$ cat config.mk
export PLATFORM = sky130hd
export DESIGN_NAME = rsse_exec
export DESIGN_NICKNAME = d
export VERILOG_FILES = /design/src/common/rsse_pkg.sv /design/src/rsse_alu.sv /design/src/rsse_exec.sv
export VERILOG_INCLUDE_DIRS = /design/src /design/src/common
export SDC_FILE = /design/constraint.sdc
export NUM_CORES = 1
export LEC_CHECK = 0
export BUFFER_PORTS_ARGS = -buffer_cell sky130_fd_sc_hd__buf_2
export CAP_MARGIN = 20
export CORE_UTILIZATION = 43
export DETAILED_ROUTE_END_ITERATION = 16
export PLACE_DENSITY = 0.75
export SYNTH_ARGS = -nofsm -noshare
export SYNTH_HDL_FRONTEND = slang
export SYNTH_SLANG_ARGS = --single-unit
$ cat constraint.sdc
create_clock -name sys_clk -period 2 [get_ports sys_clk]
set_clock_uncertainty 0.1 [all_clocks]
set_input_delay 0.2 -clock sys_clk [delete_from_list [all_inputs] [get_ports sys_clk]]
set_output_delay 0.2 -clock sys_clk [all_outputs]
set_load 0.02 [all_outputs]
$ cat src/common/rsse_regs.svh
`ifndef RSSE_REGS_SVH
`define RSSE_REGS_SVH

`define RSSE_DATA_W        8
`define RSSE_ADDR_W        7
`define RSSE_PC_W          15
`define RSSE_FILE_MAX      7'h7F
`define RSSE_WDT_CLEAR     8'h00
`define RSSE_ACC_RST       8'h00
`define RSSE_PC_RST        15'h0000
`define RSSE_RETURN_CYCLES 2
`define RSSE_DEST_ACC      1'b0
`define RSSE_DEST_FILE     1'b1

`endif

$ cat src/common/rsse_pkg.sv
`include "rsse_regs.svh"

package rsse_pkg;

  typedef enum logic [2:0] {
    RSSE_OP_NONE,
    RSSE_OP_ROTL,
    RSSE_OP_ROTR,
    RSSE_OP_SUBL,
    RSSE_OP_SLEEP,
    RSSE_OP_RETURN
  } rsse_op_type;

  typedef struct packed {
    rsse_op_type                 op;
    logic                        destFile;
    logic [`RSSE_ADDR_W-1:0]     fileAddr;
    logic [`RSSE_DATA_W-1:0]     operand;
  } rsse_instr_type;

  typedef struct packed {
    logic carry;
    logic nibbleCarry;
    logic zero;
  } rsse_flags_type;

  typedef struct packed {
    logic                        write;
    logic [`RSSE_ADDR_W-1:0]     addr;
    logic [`RSSE_DATA_W-1:0]     data;
  } rsse_file_wr_type;

endpackage

$ cat src/rsse_alu.sv
`timescale 1ns/1ns
`default_nettype none
`include "rsse_regs.svh"

module rsse_alu
  import rsse_pkg::*;
(
  input  wire rsse_op_type              op,
  input  wire logic [`RSSE_DATA_W-1:0]  operand,
  input  wire logic [`RSSE_DATA_W-1:0]  acc,
  input  wire logic                     carryIn,
  output logic      [`RSSE_DATA_W-1:0]  result,
  output rsse_flags_type                flags
);

  logic [`RSSE_DATA_W:0] diff;
  logic [4:0]            lowDiff;

  always_comb begin
    diff    = {1'b0, operand} + {1'b0, ~acc} + 9'h001;
    lowDiff = {1'b0, operand[3:0]} + {1'b0, ~acc[3:0]} + 5'h01;
    result  = operand;
    flags   = '{carry: carryIn, nibbleCarry: 1'b0, zero: 1'b0};
    unique case (op)
      RSSE_OP_ROTL: begin
        result      = {operand[6:0], carryIn};
        flags.carry = operand[7];
      end
      RSSE_OP_ROTR: begin
        result      = {carryIn, operand[7:1]};
        flags.carry = operand[0];
      end
      RSSE_OP_SUBL: begin
        result            = diff[7:0];
        flags.carry       = diff[8];
        flags.nibbleCarry = lowDiff[4];
        flags.zero        = (diff[7:0] == 8'h00);
      end
      default: begin
        result = operand;
      end
    endcase
  end

endmodule // rsse_alu

`default_nettype wire

$ cat src/rsse_exec.sv
// Functional notes
// - rotate left: old carry in, bit7 out
// - rotate right: old carry in, bit0 out
// - destination bit picks accumulator or file; carry only
// - sleep clears watchdog, prescaler; sets timeout, clears powerdown
// - literal minus accumulator into accumulator
// - return pops stack into PC, two cycles
`timescale 1ns/1ns
`default_nettype none
`include "rsse_regs.svh"

module rsse_exec
  import rsse_pkg::*;
(
  input  wire logic                     sys_clk,
  input  wire logic                     rst_n,
  input  wire logic                     instrValid,
  input  wire rsse_instr_type           instr,
  input  wire logic [`RSSE_PC_W-1:0]    stackTop,
  output logic                          instrReady,
  output logic      [`RSSE_DATA_W-1:0]  accQ,
  output rsse_flags_type                flagsQ,
  output rsse_file_wr_type              fileWrQ,
  output logic      [`RSSE_PC_W-1:0]    pcQ,
  output logic                          pcLoadQ,
  output logic                          stackPopQ,
  output logic                          watchdogClearQ,
  output logic                          prescalerClearQ,
  output logic      [`RSSE_DATA_W-1:0]  watchdogValueQ,
  output logic                          timeoutFlagQ,
  output logic                          powerdownFlagQ,
  output logic                          sleepQ
);

  // ----------------------------------------
  // decode and datapath
  // ----------------------------------------
  typedef enum logic {RSSE_ST_IDLE, RSSE_ST_RET2} rsse_state_type;

  rsse_state_type                  stateQ;
  logic [`RSSE_DATA_W-1:0]         aluResult;
  rsse_flags_type                  aluFlags;
  logic                            take;

  function automatic logic isOp(input rsse_instr_type i, input rsse_op_type o);
    return i.op == o;
  endfunction

  // a return blocks a second instruction for its second cycle
  assign instrReady = (stateQ == RSSE_ST_IDLE);
  assign take       = instrValid && instrReady;

  rsse_alu u_alu (
    .op      (instr.op),
    .operand (instr.operand),
    .acc     (accQ),
    .carryIn (flagsQ.carry),
    .result  (aluResult),
    .flags   (aluFlags)
  );

  // ----------------------------------------
  // accumulator and flags
  // ----------------------------------------
  always_ff @(posedge sys_clk) begin
    if (!rst_n) begin
      accQ   <= `RSSE_ACC_RST;
      flagsQ <= '0;
    end else if (take) begin
      if (isOp(instr, RSSE_OP_ROTL) || isOp(instr, RSSE_OP_ROTR)) begin
        flagsQ.carry <= aluFlags.carry;
        if (instr.destFile == `RSSE_DEST_ACC) begin
          accQ <= aluResult;
        end
      end else if (isOp(instr, RSSE_OP_SUBL)) begin
        accQ   <= aluResult;
        flagsQ <= aluFlags;
      end
    end
  end

  // ----------------------------------------
  // file register write-back
  // ----------------------------------------
  always_ff @(posedge sys_clk) begin
    if (!rst_n) begin
      fileWrQ <= '0;
    end else begin
      fileWrQ.write <= take && (isOp(instr, RSSE_OP_ROTL) || isOp(instr, RSSE_OP_ROTR))
                       && instr.destFile == `RSSE_DEST_FILE;
      fileWrQ.addr  <= instr.fileAddr;
      fileWrQ.data  <= aluResult;
    end
  end

  // ----------------------------------------
  // sleep entry
  // ----------------------------------------
  always_ff @(posedge sys_clk) begin
    if (!rst_n) begin
      watchdogClearQ  <= 1'b0;
      prescalerClearQ <= 1'b0;
      watchdogValueQ  <= `RSSE_WDT_CLEAR;
      timeoutFlagQ    <= 1'b1;
      powerdownFlagQ  <= 1'b1;
      sleepQ          <= 1'b0;
    end else begin
      watchdogClearQ  <= take && isOp(instr, RSSE_OP_SLEEP);
      prescalerClearQ <= take && isOp(instr, RSSE_OP_SLEEP);
      if (take && isOp(instr, RSSE_OP_SLEEP)) begin
        watchdogValueQ <= `RSSE_WDT_CLEAR;
        timeoutFlagQ   <= 1'b1;
        powerdownFlagQ <= 1'b0;
        sleepQ         <= 1'b1;
      end
    end
  end

  // ----------------------------------------
  // subroutine return
  // ----------------------------------------
  always_ff @(posedge sys_clk) begin
    if (!rst_n) begin
      stateQ    <= RSSE_ST_IDLE;
      pcQ       <= `RSSE_PC_RST;
      pcLoadQ   <= 1'b0;
      stackPopQ <= 1'b0;
    end else begin
      pcLoadQ   <= 1'b0;
      stackPopQ <= 1'b0;
      unique case (stateQ)
        RSSE_ST_IDLE: begin
          if (take && isOp(instr, RSSE_OP_RETURN)) begin
            pcQ       <= stackTop;
            pcLoadQ   <= 1'b1;
            stackPopQ <= 1'b1;
            stateQ    <= RSSE_ST_RET2;
          end
        end
        RSSE_ST_RET2: begin
          stateQ <= RSSE_ST_IDLE;
        end
      endcase
    end
  end

endmodule // rsse_exec

`default_nettype wire

==> flow_summary.yaml, run 1 <==
cts:
  cts.sinks: 46
  clockRootBuffer: "clkbuf_8"
  cts.path.max_buffers: 2
  cts_made_buffers: 5
  h-tree-depth: 2
  cts_tree: "built"
  insertion_delay_ns: 0.29
  clk_pin_slew_worst_paths_ns: 0.09
grt:
  grt_max_degree: 30
  grt_pass1_wl_um: 8670
  grt_overflow: 0
  grt_usage_pct: 20.2
  antenna_found_initial: 0
  grt_pass1_vias: 1930
logic_synthesis:
  yosysMostFrequentCell: "dfxtp_1"
  syn-cell-area_sq_um: 2320
  synth-seq-area-share_pct: 39.7
  synth_compound_area_share_pct: 23.0
  avgSynthCellArea_sq_um: 8.34
  synth_top_area_share_pct: 39.7
  synthCells: 278
  yosys-top-cells-count: "46 x dfxtp_1, 41 x nand2_1, 20 x inv_1, 17 x a21boi_0, 17 x a21oi_1"
  synth_edf_count: 0
  synthMuxAreaShare_pct: 1.35
  ys_types: 51
  ys_async_sr_fraction_pct: 0
  synth-main-ff-cell: "dfxtp_1"
  yosys_warnings: 0
  synth.top_cells.by_area: "dfxtp_1 40%, nand2_1 6.6%, a21boi_0 5.5%"
  yosys.area.top_type: "dfxtp_1"
  ys_ff_latch: 46
  synth_fa_ha_area_share_pct: 5.62
  yosys.area_share.simple_pct: 19.0
  synth_top_family_by_area: "compound AO/OA/AOI/OAI gates"
  synth_xor_area_share_pct: 1.51
placement:
  hpwl_um: 4380
  dpl-instance-area_sq_um: 2860
  port_buffers: 85
  place_worst_setup_slack_ns: -0.166
  globalplace.congestion: 0.931
power_and_ir_drop:
  p_total_uw: 2090
  powerDensity_nw_per_um2: 669
  vdd_ir_drop_max_mv: 0.281
  power.static_leakage_uw: 0.00148
timing:
  setup_violations: 9
  max_freq_mhz: 472
  min_period_over_period_pct: 106
  slew_viol_final: 0
  setup_slack_ns: -0.117
  fin_tns_setup_ns: -0.496
  period_needed_ns: 2.12
  hold_violations: 0
  rsz0062_at_grt: "true"
route:
  drtPass1Iterations: 4
  initialDrtViolationCount: 62
  wl_um: 5870
  drtAntennaViolNets: 0
  viasPerCell: 4.97
  drc: 0
  vias: 2210
  wire_per_inst_um: 13.2
die:
  die_area_sq_um: 5690
  io_pins: 95
  die_w_um: 75.4
  num_rows: 26
  die_h_um: 75.4
  initial_core_util_pct: 45.1
  core_sq_um: 5140
setup_path:
  cp-start-kind: "register"
  arrival_ns: 2.21
  max_stage_delay_ns: 0.36
  path_cells: "ha_4 > inv_2 > fa_2 > a21o_1 > a221oi_2 > xnor2_1 > buf_4 > nor2_2 > a31o_1"
  worstPathMaxFanout: 2
  crit_required_ns: 2.09
  critical_path_class: "reg2reg"
  end_kind: "register"
  slowest_stage: "dfxtp_4"
final_layout:
  syn2layout_area_growth_pct: 34.8
  layout.nets: 420
  nFillCells: 475
  fin_util_pct: 60.8
  num_antenna_cells: 0
  layout-drive-gt1-share_pct: 37.3
  design_area_sq_um: 3120
status:
  violations: "negative setup slack"
  run_status: "finished, violations left"
hold_path:
  holdCritPathClass: "in2reg"
run:
  cap_violations: 0
## stage by stage
stage,std cells,hold slack [ns]
finish,445,0.0135
global route,445,0.00741
CTS,444,0.000451
detailed placement,432,0.310
global placement,432,0.306
floorplan,285,0.227
## state kept, by name (all words and copies together), names as in the netlist
signal / cells
accQ: 8
fileWrQ: 16
flagsQ: 3
pcQ: 15
powerdownFlagQ: 1
prescalerClearQ: 1
sleepQ: 1
stackPopQ: 1
## worst max-delay path: cells and delay by family, from the launching register on
kind | cells | cell delay, ns
adders and majority gates | 2 | 0.46
and+or+nand+nor | 1 | 0.03
xor gates and xnor gates | 1 | 0.19
AOI/OAI and AO/OA | 3 | 0.70
DFF | 1 | 0.36
buffers and inverters | 2 | 0.18
## cell usage in the layout, fill, tap and decap left out, types with 2 or more instances in the layout
cell type      count
nand2_1           41
nand3_1            5
nor2b_1            6
nor2_1            12
and3_1             3
dlygate4sd3_1      2
conb_1             9
dfxtp_1           42
xor2_1             2
o21ai_0           13
ha_4               5
a21boi_0          17
ha_1               2
buf_2             85
a21o_1             5
dfxtp_4            2
nand2b_1           2
o22ai_1            2
inv_1             18
buf_4             19
a311oi_2           3
a31oi_1            2
a21oi_1           16
o21ai_1            2
o211a_1            2
dfxtp_2            2
clkbuf_8           5
mux2i_1            2
and2_1            12
## worst paths after layout
| kind | slack (ns) | endpoint | from | depth (start not counted) |
|---|---|---|---|---|
| min | 0.01 | fileWrQ[13] | instr[13] | 2 |
| max | -0.12 | flagsQ[0] | accQ[0] | 9 |
| min reg2reg | 0.36 | pcQ[8] | pcQ[8] | 2 |
| max reg2reg | -0.12 | flagsQ[0] | accQ[0] | 9 |
## what timing repair did
item,4_1_cts,5_1_grt
pin swaps,7,11
endpoints found under the hold margin,2,0
hold buffers,2,0
buffers inserted,2,3
endpoints found under the setup margin,12,12
resized for setup,8,11
## cell type report
cell class                 count  area [sq um]  area share, %
sequential                    46           931           29.8
multi-input combinational    194          1330           42.6
clock inverter                 1          7.51          0.240
timing repair buffer         106           588           18.8
inverter                      21          81.3           2.60
clock buffer                   7          97.6           3.12
tap                           70          87.6           2.80
## where the power goes
| part | leakage [uW] | internal (uW) | switching (uW) |
|---|---|---|---|
| registers | 0.000379 | 952 | 15.4 |
| logic | 0.00106 | 210 | 284 |
| clock network | 0.0000496 | 323 | 306 |
## cell families (layout without fill, tap and decap cells)
group                      after synthesis  count (layout)
buffers and inverters                   45             135
DFF                                     46              46
and+or+nand+nor                         92              92
AOI/OAI and AO/OA                       76              76
other                                    2               9
muxes                                    3               3
xor gates and xnor gates                 4               4
adders and majority gates               10              10
## per-layer routing
layer	share of wire (%)	track usage (%)
met1	43	24.8
met2	49	35.3
met3	7.2	3.97
met4	0.75	7.00
met5	0	0
Power figures use the tool's default switching activity.
==> run 2, diff against run 1 <==
Settings changed: CORE_UTILIZATION 43 to 44, GPL_ROUTABILITY_DRIVEN set to 0, PLACE_DENSITY 0.75 to 0.76, SYNTH_HIERARCHICAL set to 1.
==> flow_summary.yaml, run 2 <==
status:
  run_status: "finished, violations left"
  violations: "negative setup slack"
logic_synthesis:
  yosysMostFrequentCell: "nand2_1"
  ys_async_sr_fraction_pct: 0
  avgSynthCellArea_sq_um: 8.30
  yosys-top-cells-count: "57 x nand2_1, 46 x dfxtp_1, 27 x mux2i_1, 25 x inv_1, 15 x nor2_1"
  synth_top_family_by_area: "simple AND/OR/NAND/NOR gates"
  syn-cell-area_sq_um: 2540
  synth_top_area_share_pct: 36.3
  synth_xor_area_share_pct: 1.72
  synthCells: 306
  synth_compound_area_share_pct: 14.4
  synth-seq-area-share_pct: 36.3
  ys_ff_latch: 46
  synth_edf_count: 0
  ys_types: 52
  synth-main-ff-cell: "dfxtp_1"
  synth_fa_ha_area_share_pct: 5.22
  synthMuxAreaShare_pct: 11.1
  yosys.area.top_type: "dfxtp_1"
  yosys.area_share.simple_pct: 20.7
  synth.top_cells.by_area: "dfxtp_1 36%, mux2i_1 11%, nand2_1 8.4%"
  yosys_warnings: 6
setup_path:
  critPathTopFamily: "simple AND/OR/NAND/NOR gates"
  path_cells: "ha_4 > inv_2 > fa_2 > a21o_1 > a21oi_2 > xnor2_1 > or4b_1 > nor4b_2 > nand2_1 > mux2i_1"
  path_buf_inv: 1
  crit_required_ns: 2.14
  slowest_stage: "or4b_1"
  end_kind: "register"
  critical_path_class: "reg2reg"
  cp-start-kind: "register"
  max_stage_delay_ns: 0.49
  arrival_ns: 2.58
  worstPathMaxFanout: 3
final_layout:
  syn2layout_area_growth_pct: 40.5
  finalNonFillerCells: 496
  final_common_cell: "buf_2"
  layout.nets: 470
  largest_reg_flops: 16
  num_antenna_cells: 0
  final_cell_mix: "85 x buf_2, 57 x nand2_1, 40 x dfxtp_1, 40 x buf_4, 27 x mux2i_1"
  layout-drive-gt1-share_pct: 40.3
  regMostFlops: "fileWrQ"
  reg_top3: "fileWrQ: 16 flops, pcQ: 15 flops, accQ: 8 flops"
hold_path:
  holdCritPathClass: "in2reg"
grt:
  grt_pass1_vias: 2107
  grt_usage_pct: 20.6
  grt_overflow: 0
  grt_max_degree: 47
  antenna_found_initial: 0
  grt_pass1_wl_um: 9830
timing:
  min_period_over_period_pct: 122
  rsz0062_at_grt: "true"
  setup_violations: 9
  tightestPinTransition_ns: 0.726
  holdWs_ns: 0.00807
  max_freq_mhz: 411
  setup_slack_ns: -0.435
  slew_viol_final: 0
  hold_violations: 0
  relSlewSlack_pct: 51.5
  period_needed_ns: 2.43
die:
  die_h_um: 78.0
  die_area_sq_um: 6080
  num_rows: 27
  io_pins: 95
  initial_core_util_pct: 45.8
  die_w_um: 78.0
  core_sq_um: 5540
placement:
  port_buffers: 85
  hpwl_um: 4570
  post-place-cells: 480
cts:
  h-tree-depth: 2
  clockRootBuffer: "clkbuf_8"
  clk_pin_slew_worst_paths_ns: 0.09
  cts.path.max_buffers: 2
  insertion_delay_ns: 0.30
  cts_made_buffers: 5
  cts.sinks: 46
  cts_tree: "built"
run:
  cap_violations: 0
power_and_ir_drop:
  seqPwrFrac_pct: 44.4
  switchingPower_uw: 661
  vdd_ir_drop_max_mv: 0.360
  p_int_uw: 1510
  power.static_leakage_uw: 0.00173
  power_frac_comb_pct: 28.2
  switching_share_pct: 30.4
  clkPwrFrac_pct: 27.4
  powerDensity_nw_per_um2: 609
route:
  drtAntennaViolNets: 0
  initialDrtViolationCount: 161
  wire_per_inst_um: 13.3
  vias: 2478
  wl_um: 6580
  drc: 0
  viasPerCell: 5.00
  drtPass1Iterations: 4
-- run 2: changes by cell type in the layout (fill, tap and decap cells not counted), moves of 8 or more --
| cell | delta |
|---|---|
| a21boi_0 | -17 |
| a21oi_1 | -8 |
| buf_4 | +21 |
| mux2i_1 | +25 |
| nand2_1 | +16 |
-- run 2: logic make-up after synthesis --
family | after synthesis
and+or+nand+nor | 109
AOI/OAI and AO/OA | 53
xor gates and xnor gates | 5
other | 2
adders and majority gates | 10
muxes | 28
DFF | 46
buffers and inverters | 53
-- run 2: power by group through the flow --
stage	registers (uW)	clock network, uW	logic, uW
2_1_floorplan	1040	0	286
4_1_cts	965	614	557
6_report	965	595	612
3_5_place_dp	986	0	531
5_1_grt	970	656	660
3_3_place_gp	985	0	520
-- run 2: stage by stage --
| step | setup WS [ns] | instance area (sq um) | TNS, ns | total power [uW] | utilization (%) |
|---|---|---|---|---|---|
| after global routing | -0.541 | 3570 | -2.53 | 2290 | 64.4 |
| after floorplan | -0.311 | 2620 | -0.551 | 1320 | - |
| after detailed placement | -0.466 | 3270 | -2.56 | 1520 | 59.0 |
| after global placement | -0.401 | 3270 | -2.00 | 1510 | 59.0 |
| final | -0.435 | 3570 | -1.44 | 2170 | 64.4 |
| after CTS | -0.365 | 3450 | -1.26 | 2140 | 62.3 |
-- run 2: cell type report --
class,instances,area [sq um]
Sequential cell,46,933
Fill cell,470,1970
Inverter,26,97.6
Clock buffer,6,82.6
Multi-Input combinational cell,214,1560
Clock inverter,2,12.5
Timing Repair Buffer,130,797
Tap cell,72,90.1
-- run 2: path summary, 6_finish.rpt --
check / from / end / slack (ns) / depth (start not counted)
max: accQ[0] / flagsQ[0] / -0.43 / 10
min: instr[11] / fileWrQ[11] / 0.008 / 2
max reg2reg: accQ[0] / flagsQ[0] / -0.43 / 10
min reg2reg: powerdownFlagQ / powerdownFlagQ / 0.35 / 2
-- run 2: repair_timing --
action,CTS,global route
gates resized for setup,11,16
pin swaps,10,11
hold buffers,2,0
buffers inserted,3,4
hold endpoints to repair,2,0
setup endpoints to repair,11,14
-- run 2: routing by layer --
| layer | global-route usage [%] | vias up | wire length, um |
|---|---|---|---|
| met3 | 4.71 | 9 | 365 |
| met4 | 7.96 | 0 | 115 |
| met2 | 33.5 | 79 | 3180 |
| met5 | 0 | - | 0 |
| met1 | 26.5 | 1149 | 2910 |
| li1 | - | 1241 | - |
